`config.mk`:
```
export PLATFORM = sky130hd
export DESIGN_NAME = osb_clock_ctrl
export DESIGN_NICKNAME = d
export VERILOG_FILES = /design/src/hw/osb_pkg.sv /design/src/hw/osb_clock_ctrl.sv
export SDC_FILE = /design/constraint.sdc
export NUM_CORES = 1
export LEC_CHECK = 0
export BUFFER_PORTS_ARGS = -buffer_cell sky130_fd_sc_hd__buf_4
export CORE_ASPECT_RATIO = 1.4
export CORE_MARGIN = 2
export CORE_UTILIZATION = 55
export DETAILED_ROUTE_END_ITERATION = 8
export HOLD_SLACK_MARGIN = 0.1
export PLACE_DENSITY_LB_ADDON = 0.15
export SLEW_MARGIN = 20
export SYNTH_ARGS = -nofsm -noshare
export SYNTH_HDL_FRONTEND = slang
export SYNTH_SLANG_ARGS = --single-unit
```
`constraint.sdc`:
```
create_clock -name pclk -period 3.45 [get_ports pclk]
set_input_delay 0.69 -clock pclk [delete_from_list [all_inputs] [get_ports pclk]]
set_output_delay 0.69 -clock pclk [all_outputs]
set_load 0.005 [all_outputs]
```
`src/hw/osb_pkg.sv`:
```
// Constants, types and decode helpers for the oscillator select and boot
// clock block. Assumes a 200 MHz pclk and an APB register port.
// Overview of operation
// - Each of the three oscillators has its own enable bit: crystal bit 7, fast RC bit 4, slow RC bit 2.
// - Once boot completes with a calibrated option the slow RC is running, and the fast RC too for all but the slow option.
// - A trim register adjusts the fast RC frequency, usually to 16 MHz.
// - Select values 0x34, 0x14 and 0x3c give the fast RC divided by 2, 4 and 8 with it enabled.
// - Select values 0x1c and 0x7c give the fast RC divided by 16 and 32.
// - Select value 0xe4 gives the slow RC undivided with the fast RC off and the slow RC on.
// - The trim routine runs only in the one-time memory write pass and never on later boots.
// - A calibrated option leaves boot with watchdog off, slow RC on and the shared pin an input.
// - With trim disabled the select stays as it was, fast RC untrimmed and off, watchdog on.
// - After power-on the boot delay is either a fast or a normal period.
// - A select write switches the clock after one edge of the new source, and the source in use cannot be shut off.
// - The crystal drive field gives low, middle and high drive for 01, 10 and 11.
package osb_pkg;

    // Register byte addresses
    localparam logic [7:0] ADDR_CLKSEL = 8'h00;
    localparam logic [7:0] ADDR_XTAL = 8'h04;
    localparam logic [7:0] ADDR_TRIM = 8'h08;
    localparam logic [7:0] ADDR_STATUS = 8'h0c;

    // Field positions
    localparam int XTAL_EN_BIT = 7;
    localparam int DRV_LSB = 5;
    localparam int FAST_EN_BIT = 4;
    localparam int SLOW_EN_BIT = 2;

    // Values after reset
    localparam logic [7:0] CLKSEL_RST = 8'he4;
    localparam logic [7:0] XTAL_RST = 8'h00;
    localparam logic [7:0] TRIM_RST = 8'h80;

    // Select values loaded by the calibrated boot options
    localparam logic [7:0] SEL_FAST_DIV2 = 8'h34;
    localparam logic [7:0] SEL_FAST_DIV4 = 8'h14;
    localparam logic [7:0] SEL_FAST_DIV8 = 8'h3c;
    localparam logic [7:0] SEL_FAST_DIV16 = 8'h1c;
    localparam logic [7:0] SEL_FAST_DIV32 = 8'h7c;
    localparam logic [7:0] SEL_SLOW = 8'he4;

    // Boot delays and their cycle counts at pclk
    localparam int unsigned CLK_MHZ = 200;
    localparam int unsigned BOOT_NORMAL_US = 55000;
    localparam int unsigned BOOT_FAST_US = 850;
    localparam int unsigned BOOT_NORMAL_CYC = BOOT_NORMAL_US * CLK_MHZ;
    localparam int unsigned BOOT_FAST_CYC = BOOT_FAST_US * CLK_MHZ;

    // Synchronised input vector layout
    localparam int N_IN = 16;
    localparam int IN_TRIM_LSB = 0;
    localparam int IN_OPT_LSB = 8;
    localparam int IN_WRITE_MODE = 11;
    localparam int IN_FAST_BOOT = 12;
    localparam int IN_FAST_CLK = 13;
    localparam int IN_SLOW_CLK = 14;
    localparam int IN_XTAL_CLK = 15;

    // Boot trim options
    localparam logic [2:0] OPT_DIV2 = 3'h0;
    localparam logic [2:0] OPT_DIV4 = 3'h1;
    localparam logic [2:0] OPT_DIV8 = 3'h2;
    localparam logic [2:0] OPT_DIV16 = 3'h3;
    localparam logic [2:0] OPT_DIV32 = 3'h4;
    localparam logic [2:0] OPT_SLOW = 3'h5;

    typedef enum logic [1:0] {
        SRC_FAST = 2'h0,
        SRC_SLOW = 2'h1,
        SRC_XTAL = 2'h2,
        SRC_NONE = 2'h3
    } osb_src_t;

    typedef struct packed {
        osb_src_t src;
        logic [2:0] div_log2;
    } osb_sel_t;

    typedef struct packed {
        logic xtal_en;
        logic [1:0] xtal_drive;
        logic fast_en;
        logic slow_en;
    } osb_osc_t;

    // Select register to source and divider
    function automatic osb_sel_t osb_decode(input logic [7:0] v);
        osb_sel_t s;
        s = '{src: SRC_NONE, div_log2: 3'h0};
        unique case ({v[7:5], v[3]})
            4'h2: s = '{src: SRC_FAST, div_log2: 3'h1};
            4'h0: s = '{src: SRC_FAST, div_log2: 3'h2};
            4'h3: s = '{src: SRC_FAST, div_log2: 3'h3};
            4'h1: s = '{src: SRC_FAST, div_log2: 3'h4};
            4'h7: s = '{src: SRC_FAST, div_log2: 3'h5};
            4'h6: s = '{src: SRC_FAST, div_log2: 3'h6};
            4'he, 4'hf: s = '{src: SRC_SLOW, div_log2: 3'h0};
            4'ha, 4'hb: s = '{src: SRC_XTAL, div_log2: 3'h0};
            default: s = '{src: SRC_NONE, div_log2: 3'h0};
        endcase
        return s;
    endfunction

    // Calibrated option to select value
    function automatic logic [7:0] osb_opt_sel(input logic [2:0] opt);
        logic [7:0] v;
        v = SEL_SLOW;
        unique case (opt)
            OPT_DIV2: v = SEL_FAST_DIV2;
            OPT_DIV4: v = SEL_FAST_DIV4;
            OPT_DIV8: v = SEL_FAST_DIV8;
            OPT_DIV16: v = SEL_FAST_DIV16;
            OPT_DIV32: v = SEL_FAST_DIV32;
            default: v = SEL_SLOW;
        endcase
        return v;
    endfunction

endpackage

```
`src/hw/osb_clock_ctrl.sv`:
```
// Oscillator enables, system clock select and divide, and boot state.
// Assumes APB from the core, oscillator ticks and boot straps on pins.
//
// Design decisions made here: the APB interface to the registers and the placing of the registers.
`timescale 1ns/100ps
`default_nettype none

module osb_clock_ctrl #(
    parameter int unsigned BOOT_NORMAL_CYC = osb_pkg::BOOT_NORMAL_CYC,
    parameter int unsigned BOOT_FAST_CYC = osb_pkg::BOOT_FAST_CYC
) (
    input wire logic pclk,
    input wire logic presetn,
    input wire logic psel,
    input wire logic penable,
    input wire logic pwrite,
    input wire logic [7:0] paddr,
    input wire logic [31:0] pwdata,
    input wire logic [3:0] pstrb,
    output logic [31:0] prdata,
    output logic pready,
    output logic pslverr,
    input wire logic fast_rc_osc,
    input wire logic slow_rc_osc,
    input wire logic crystal_osc,
    input wire logic fast_boot,
    input wire logic otp_write_mode,
    input wire logic [2:0] trim_option,
    input wire logic [7:0] otp_trim_word,
    output osb_pkg::osb_osc_t osc_ctrl,
    output logic [7:0] fast_rc_trim,
    output logic trim_run,
    output logic sys_clk_en,
    output logic watchdog_en,
    output logic shared_reset_pin_input,
    output logic boot_done
);

    typedef enum logic [2:0] {
        ST_WAIT = 3'b001,
        ST_APPLY = 3'b010,
        ST_RUN = 3'b100
    } osb_state_t;

    // Pin synchroniser stages and oscillator edge detect
    logic [osb_pkg::N_IN-1:0] pins;
    logic [osb_pkg::N_IN-1:0] sync1;
    logic [osb_pkg::N_IN-1:0] sync2;
    logic [osb_pkg::N_IN-1:0] sync3;
    logic [osb_pkg::N_IN-1:0] filt;
    logic [2:0] tick_prev;
    logic [2:0] ticks;

    // Boot sequencer
    osb_state_t state;
    osb_state_t next_state;
    logic [23:0] boot_cnt;
    logic [23:0] boot_limit;
    logic calibrated;

    // Software registers
    logic [7:0] clksel;
    logic [7:0] xtal;

    // Source select and divider; armed stays low until the new source
    // has shown one edge, so the first enable after a switch is a full period
    osb_pkg::osb_sel_t sel;
    osb_pkg::osb_sel_t sel_q;
    logic [5:0] div_cnt;
    logic [5:0] div_mask;
    logic src_tick;
    logic armed;

    // APB handshake and read path
    logic access;
    logic wr_fire;
    logic [31:0] rd_mux;
    logic rd_bad;

    assign pins = {crystal_osc, slow_rc_osc, fast_rc_osc, fast_boot,
                   otp_write_mode, trim_option, otp_trim_word};

    // Three-stage sync, value taken once stages two and three agree
    genvar g;
    generate
        for (g = 0; g < osb_pkg::N_IN; g++) begin : g_sync
            always_ff @(posedge pclk or negedge presetn) begin
                if (!presetn) begin
                    sync1[g] <= 1'b0;
                    sync2[g] <= 1'b0;
                    sync3[g] <= 1'b0;
                    filt[g] <= 1'b0;
                end else begin
                    sync1[g] <= pins[g];
                    sync2[g] <= sync1[g];
                    sync3[g] <= sync2[g];
                    if (sync2[g] == sync3[g]) begin
                        filt[g] <= sync3[g];
                    end
                end
            end
        end
    endgenerate

    // Rising edges of the three oscillator inputs
    always_ff @(posedge pclk or negedge presetn) begin
        if (!presetn) begin
            tick_prev <= 3'h0;
        end else begin
            tick_prev <= filt[osb_pkg::IN_XTAL_CLK:osb_pkg::IN_FAST_CLK];
        end
    end
    assign ticks = filt[osb_pkg::IN_XTAL_CLK:osb_pkg::IN_FAST_CLK] & ~tick_prev;

    // Boot delay selection and option class
    assign boot_limit = filt[osb_pkg::IN_FAST_BOOT] ?
                        24'(BOOT_FAST_CYC - 1) : 24'(BOOT_NORMAL_CYC - 1);
    assign calibrated = filt[osb_pkg::IN_OPT_LSB+2 -: 3] <= osb_pkg::OPT_SLOW;

    // Boot sequencer
    always_comb begin
        next_state = state;
        unique case (state)
            ST_WAIT: begin
                if (boot_cnt >= boot_limit) begin
                    next_state = ST_APPLY;
                end
            end
            ST_APPLY: next_state = ST_RUN;
            ST_RUN: next_state = ST_RUN;
        endcase
    end

    always_ff @(posedge pclk or negedge presetn) begin
        if (!presetn) begin
            state <= ST_WAIT;
        end else begin
            state <= next_state;
        end
    end

    // Boot delay counter
    always_ff @(posedge pclk or negedge presetn) begin
        if (!presetn) begin
            boot_cnt <= 24'h0;
        end else if (state == ST_WAIT) begin
            boot_cnt <= boot_cnt + 24'h1;
        end
    end

    // APB handshake: one wait state, then answer
    assign access = psel && penable;
    assign wr_fire = access && pready && pwrite;

    always_ff @(posedge pclk or negedge presetn) begin
        if (!presetn) begin
            pready <= 1'b0;
        end else begin
            pready <= access && !pready;
        end
    end

    // Read data mux and unmapped detection
    always_comb begin
        rd_mux = 32'h0;
        rd_bad = 1'b0;
        unique case (paddr)
            osb_pkg::ADDR_CLKSEL: rd_mux = {24'h0, clksel};
            osb_pkg::ADDR_XTAL: rd_mux = {24'h0, xtal};
            osb_pkg::ADDR_TRIM: rd_mux = {24'h0, fast_rc_trim};
            osb_pkg::ADDR_STATUS: rd_mux = {24'h0, boot_done, watchdog_en,
                                           sel.src, sel.div_log2,
                                           filt[osb_pkg::IN_WRITE_MODE]};
            default: rd_bad = 1'b1;
        endcase
    end

    always_ff @(posedge pclk or negedge presetn) begin
        if (!presetn) begin
            prdata <= 32'h0;
            pslverr <= 1'b0;
        end else if (access && !pready) begin
            prdata <= pwrite ? 32'h0 : rd_mux;
            pslverr <= rd_bad;
        end
    end

    // Clock select register
    // A calibrated boot apply wins over a software write in the same cycle
    always_ff @(posedge pclk or negedge presetn) begin
        if (!presetn) begin
            clksel <= osb_pkg::CLKSEL_RST;
        end else if (state == ST_APPLY && calibrated) begin
            clksel <= osb_pkg::osb_opt_sel(filt[osb_pkg::IN_OPT_LSB+2 -: 3]);
        end else if (wr_fire && pstrb[0] && paddr == osb_pkg::ADDR_CLKSEL) begin
            clksel <= pwdata[7:0];
        end
    end

    // Crystal control register
    always_ff @(posedge pclk or negedge presetn) begin
        if (!presetn) begin
            xtal <= osb_pkg::XTAL_RST;
        end else if (wr_fire && pstrb[0] && paddr == osb_pkg::ADDR_XTAL) begin
            xtal <= pwdata[7:0];
        end
    end

    // Fast RC trim register
    always_ff @(posedge pclk or negedge presetn) begin
        if (!presetn) begin
            fast_rc_trim <= osb_pkg::TRIM_RST;
        end else if (state == ST_APPLY && calibrated &&
                     !filt[osb_pkg::IN_WRITE_MODE]) begin
            fast_rc_trim <= filt[osb_pkg::IN_TRIM_LSB+7 -: 8];
        end else if (wr_fire && pstrb[0] && paddr == osb_pkg::ADDR_TRIM) begin
            fast_rc_trim <= pwdata[7:0];
        end
    end

    // Trim routine only in the one-time memory write pass
    always_ff @(posedge pclk or negedge presetn) begin
        if (!presetn) begin
            trim_run <= 1'b0;
        end else begin
            trim_run <= state == ST_APPLY && calibrated &&
                        filt[osb_pkg::IN_WRITE_MODE];
        end
    end

    // Boot outcome: watchdog, shared pin, done flag
    always_ff @(posedge pclk or negedge presetn) begin
        if (!presetn) begin
            watchdog_en <= 1'b1;
            shared_reset_pin_input <= 1'b1;
            boot_done <= 1'b0;
        end else if (state == ST_APPLY) begin
            watchdog_en <= !calibrated;
            shared_reset_pin_input <= 1'b1;
            boot_done <= 1'b1;
        end
    end

    // Oscillator enables; the source in use stays on
    assign sel = osb_pkg::osb_decode(clksel);

    always_ff @(posedge pclk or negedge presetn) begin
        if (!presetn) begin
            osc_ctrl <= '0;
        end else begin
            osc_ctrl.xtal_en <= xtal[osb_pkg::XTAL_EN_BIT] ||
                                sel.src == osb_pkg::SRC_XTAL;
            osc_ctrl.xtal_drive <= xtal[osb_pkg::DRV_LSB+1 -: 2];
            osc_ctrl.fast_en <= clksel[osb_pkg::FAST_EN_BIT] ||
                                sel.src == osb_pkg::SRC_FAST;
            osc_ctrl.slow_en <= clksel[osb_pkg::SLOW_EN_BIT] ||
                                sel.src == osb_pkg::SRC_SLOW;
        end
    end

    // Selected source tick and divider terminal count
    always_comb begin
        unique case (sel.src)
            osb_pkg::SRC_FAST: src_tick = ticks[0];
            osb_pkg::SRC_SLOW: src_tick = ticks[1];
            osb_pkg::SRC_XTAL: src_tick = ticks[2];
            default: src_tick = 1'b0;
        endcase
    end
    assign div_mask = 6'((7'h1 << sel.div_log2) - 7'h1);

    // Divider: restarts on a select change so no period is cut short
    // Without the arming step an edge of the new source just after the switch
    // would give an enable only a few cycles after the last one of the old source
    always_ff @(posedge pclk or negedge presetn) begin
        if (!presetn) begin
            sel_q <= '{src: osb_pkg::SRC_NONE, div_log2: 3'h0};
            div_cnt <= 6'h0;
            armed <= 1'b0;
            sys_clk_en <= 1'b0;
        end else begin
            sel_q <= sel;
            sys_clk_en <= 1'b0;
            if (sel != sel_q) begin
                div_cnt <= 6'h0;
                armed <= 1'b0;
            end else if (src_tick) begin
                if (!armed) begin
                    armed <= 1'b1; // First edge only aligns the count
                end else if (div_cnt >= div_mask) begin
                    div_cnt <= 6'h0;
                    sys_clk_en <= 1'b1;
                end else begin
                    div_cnt <= div_cnt + 6'h1;
                end
            end
        end
    end

endmodule
`default_nettype wire

```
After elaboration in Yosys (flattened, before gate mapping)
Memories as Yosys holds them, arrays and structs flattened.
Index checks and enable logic that the tools add are counted.
- add/sub/neg operators: 3
- magnitude comparators: 3
- equal/unequal tests: 30
- shift-type cells: 1
- multiplexer cells: 22
- bitwise logic cells: 2
- reductions and logical operators: 27
- operator list (operator ; number):
    one-hot mux 8 bit (5 select lines) ; 1
    2-to-1 mux 32 bit ; 1
    2-to-1 mux 8 bit ; 4
    one-hot mux 8 bit (4 select lines) ; 1
    adder 24 x 1 -> 24 bit, second input constant ; 1
    >= comparator 24 bit ; 1
    2-to-1 mux 24 bit ; 1
    2-to-1 mux 6 bit ; 4
    equality test 1 bit ; 16
    equality test 8 x 4 -> 1 bit, second input constant ; 2
    logical AND 1 bit ; 11
    equality test 3 x 2 -> 1 bit, second input constant ; 3
    equality test 8 x 3 -> 1 bit, second input constant ; 1
    logical NOT 8 bit ; 1
    nonzero test 2 bit ; 4
    2-to-1 mux 1 bit ; 7
    adder 6 x 1 -> 6 bit, second input constant ; 1
    equality test 3 x 1 -> 1 bit, second input constant ; 2
    equality test 3 bit, second input constant ; 2
    >= comparator 6 bit ; 1
    one-hot mux 3 bit (2 select lines) ; 1
    << shifter 1 x 3 -> 6 bit, first input constant ; 1
    subtractor 6 x 1 -> 6 bit, second input constant ; 1
    != test 5 bit ; 1
    15 further kinds ; 19
- flip-flop bits (word level): 173
- ROM bits: 80
- input port bits: 65
- output and inout port bits: 52
- logic and storage cells: 174
- memories kept: 1
- memories (memory ; words ; width ; read ports ; clocked after memory_dff ; wr ports ; RTL line ; text):
    (no name shown) ; 16 ; 5 ; 1 ; 0 ; 0 ; osb_pkg.sv:91 ; unique case ({v[7:5], v[3]})

Depth between registers and ports, before layout
An unclocked memory read counts as a cell.
- word-level depth: 8
- depth in mapped cells: 16
- gate-level depth less buffers: 15

Worst setup path before layout
No wires, ideal clock.
- kind: reg2reg
- start point: register clksel[5]
- end point: register div_cnt[5]
- library setup time: 0.084 ns
- arrival time: 3.039 ns
- required time: 3.366 ns
- setup slack: 0.327 ns
- cell stages (with the launch flop): 17
- path buffers: 1
- clock period less this slack: 3.123 ns
- cells stage by stage: dfstp_2 inv_1 ha_1 mux2i_1 nor2_2 inv_1 nand3_1 ha_1 nor3_1 a21o_1 a32oi_1 ha_1 a41oi_1 o22a_1 clkbuf_1 o211ai_1 a31oi_1
- RTL lines (element ; RTL line ; text):
    start: declaration ; osb_clock_ctrl.sv:62 ; logic [7:0] clksel;
    start signal: assignment ; osb_clock_ctrl.sv:192 ; clksel <= osb_pkg::CLKSEL_RST;
    start signal: assignment ; osb_clock_ctrl.sv:194 ; clksel <= osb_pkg::osb_opt_sel(filt[osb_pkg::IN_OPT_LSB+2 -: 3]);
    start signal: assignment ; osb_clock_ctrl.sv:196 ; clksel <= pwdata[7:0];
    end signal: assignment ; osb_clock_ctrl.sv:294 ; div_cnt <= div_cnt + 6'h1;
    end: declaration ; osb_clock_ctrl.sv:69 ; logic [5:0] div_cnt;

==> qor.yml <==
die_w_um: 95.4
grt_usage_pct: 20.6
nFillCells: 830
fmax_mhz: 311
tritoncts: "yes"
synthToLayoutAreaGrowth_pct: 19.2
fp-row-count: 46
critPathKind: "flip-flop to flip-flop"
initial_core_util_pct: 56.7
cp-end-kind: "flip-flop"
synth_fa_ha_area_share_pct: 6.39
wirelength_mm: 11.9
dp_hpwl_mm: 8.21
insertion_delay_ns: 0.40
hold_class: "input pin to asynchronous set/reset pin"
grt_overflow: 0
stdcell_count: 741
vias: 4019
power.density_nw_per_um2: 546
fp.coreArea_um2: 11300
cts-root-buf: "clkbuf_16"
die_h_um: 132
drt_iter0_drc: 208
worstRegToRegCells: 15
regToRegEndpoint: "div_cnt[2]$_DFFE_PN0P_"
async_flop_share_pct: 100
p_sw_share_pct: 23.2
wire_per_inst_um: 16.0
cap_violations: 0
p_leak_uw: 0.00347
max_slew.worst_pin.slew_ns: 0.728
final.setup_skew_ns: 0.0120
combPwrFrac_pct: 7.8
synth_common_cells: "dfrtp_1, nand2_1, buf_4"
synth_top_area_share_pct: 54.5
maxSlewHeadroom_pct: 51.5
dr.pass1.iters: 5
r2r-start: "clksel[5]$_DFFE_PN1P_"
post_synth.cell_area_avg_um2: 12.7
numClockSinks: 149
yosysTopAreaCell: "dfrtp_1"
p_sw_uw: 970
yosysSeqAreaShare_pct: 58.2
ir_drop_mv: 0.390
synth-seq-cells: 149
path_max_fanout: 6
synth_ff_type: "dfrtp_1"
syn_area_um2: 6430
ant_nets: 0
synth_top_family_by_area: "simple AND/OR/NAND/NOR gates"
whs_ns: 0.316
synth.most_common_cell: "dfrtp_1"
cp.required_ns: 3.77
muxShareOfSynthArea_pct: 6.77
grt_pass1_wl_mm: 20.2
rsz0062_at_grt: "no"
first_global_vias: 4187
tns_ns: 0
cts.clk_slew.worst_paths_ns: 0.06
hold_viol: 0
nNetsFinal: 669
grt_max_degree: 82
cts_max_level: 4
setup-violations-final: 0
postSynthCellCount: 507
synth_xor_area_share_pct: 3.95
antenna_found_initial: 0
synth-compound-area-share_pct: 7.24
p_total_uw: 4180
fin_crit_sh_pct: 93.1
fp.dieArea_um2: 12600
synth_cell_types: 68
clockPowerShare_pct: 47.0
synth.area.top_cells: "dfrtp_1, ha_1, dfstp_2"
synth_simple_gate_area_share_pct: 12.5
drc: 0
post-place-cells: 706
cts_made_buffers: 17
synth-edff-count: 0
viasPerCell: 5.42
io_pins: 117
layout-drive-gt1-share_pct: 25.8
startpoint_type: "flip-flop"
clock_path_buffers: 2
portBuffers: 64
p_int_uw: 3210
gp_congestion: 0.864
ys_warn_count: 0
num_antenna_cells: 0
drv_slew: 0
regToRegSetupSlack_ns: 0.24
min_period_ns: 3.21
critPathArrivalTime_ns: 3.54
pwr-share-seq_pct: 45.2
outcome: "finished, final reports clean"
[how the worst max path moves through the flow]
stage	from	endpoint	slack (ns)	cells after the start
3_5_place_dp	clksel[5]$_DFFE_PN1P_	div_cnt[5]$_DFFE_PN0P_	0.09	15
3_3_place_gp	clksel[5]$_DFFE_PN1P_	div_cnt[5]$_DFFE_PN0P_	0.22	15
4_1_cts	clksel[5]$_DFFE_PN1P_	div_cnt[2]$_DFFE_PN0P_	0.12	15
6_report	clksel[5]$_DFFE_PN1P_	div_cnt[2]$_DFFE_PN0P_	0.24	15
5_1_grt	clksel[5]$_DFFE_PN1P_	div_cnt[5]$_DFFE_PN0P_	0.02	15
2_1_floorplan	clksel[5]$_DFFE_PN1P_	div_cnt[5]$_DFFE_PN0P_	0.33	16
[critical path, stage by stage, from the launching register on]
cell and delay [ns]:
dfstp_2 0.56, buf_12 0.11, ha_1 0.21, mux2i_1 0.20, nor2_2 0.06, inv_1 0.10
nand3_1 0.09, ha_1 0.27, nor3_2 0.23, a21o_1 0.13, a32oi_1 0.06, ha_1 0.33
a41oi_2 0.25, o22a_2 0.24, nand4b_1 0.11, a31oi_1 0.17
[cells in the final DEF, fill, tap and decap left out, types with 7 or more instances in the layout]
cell type  Yosys  layout
nand2_1       35      35
nand4_1        8       8
nand3_1       20      20
xnor2_1       20      20
mux4_2         8       8
nor3_1        12      11
conb_1         2      25
mux2i_1       12      12
dfstp_2        9       9
xor2_1         9       9
inv_1         11      11
dfrtp_1      140     140
ha_1          20      20
buf_4         28      69
o21ai_0       18      17
nor2_1        26      26
a22o_1         7       7
clkbuf_16      0      17
maj3_1        16      16
mux2_2        12      12
[logic make-up after synthesis]
kind of cell               after synthesis
other                                    2
AOI/OAI and AO/OA                       67
DFF                                    149
xor gates and xnor gates                29
and+or+nand+nor                        143
muxes                                   32
adders and majority gates               36
buffers and inverters                   49
[per-stage QoR]
stage	instance area, um2	utilization (%)	setup slack (ns)
2_1_floorplan	6510	-	0.327
3_3_place_gp	6970	61.4	0.225
3_5_place_dp	6970	61.4	0.0880
4_1_cts	7610	67.1	0.123
5_1_grt	7660	67.5	0.0177
6_report	7660	67.5	0.237
[layer usage]
layer,share of wire [%],track usage (%),vias to the layer above
met5,0,0,-
met4,1.1,6.28,0
met3,3.2,4.92,10
met2,54,35.2,91
met1,42,25.8,2004
li1,-,-,1914
[sequential cells by signal (all words and copies together) (netlist names), 5 cells and up]
register / flops
boot_cnt: 24
clksel: 8
div_cnt: 6
fast_rc_trim: 8
filt: 16
osc_ctrl: 5
prdata: 8
sel_q: 5
sync1: 16
sync2: 16
sync3: 16
xtal: 8
[power groups by stage]
| stage | combinational [uW] | clock [uW] | sequential, uW |
|---|---|---|---|
| after floorplan | 198 | 0 | 1900 |
| after global placement | 275 | 0 | 1920 |
| after detailed placement | 290 | 0 | 1920 |
| after CTS | 293 | 2010 | 1890 |
| after global routing | 357 | 2100 | 1900 |
| final | 324 | 1960 | 1890 |
[layout make-up]
cell class	count	area (um2)	share of cell area (%)
Sequential cell	149	3740	48.8
Multi-Input combinational cell	333	2490	32.5
Timing Repair Buffer	72	569	7.43
Clock buffer	18	429	5.60
Clock inverter	14	211	2.76
Tap cell	144	180	2.35
Inverter	11	41.3	0.539
[what timing repair did]
action,CTS,global route
setup buffers,0,2
gates resized for setup,1,4
hold buffers,0,0
pin swaps,0,1
setup endpoints to repair,1,6
cloned,0,1
No activity file was read; power rests on OpenSTA's default activity.
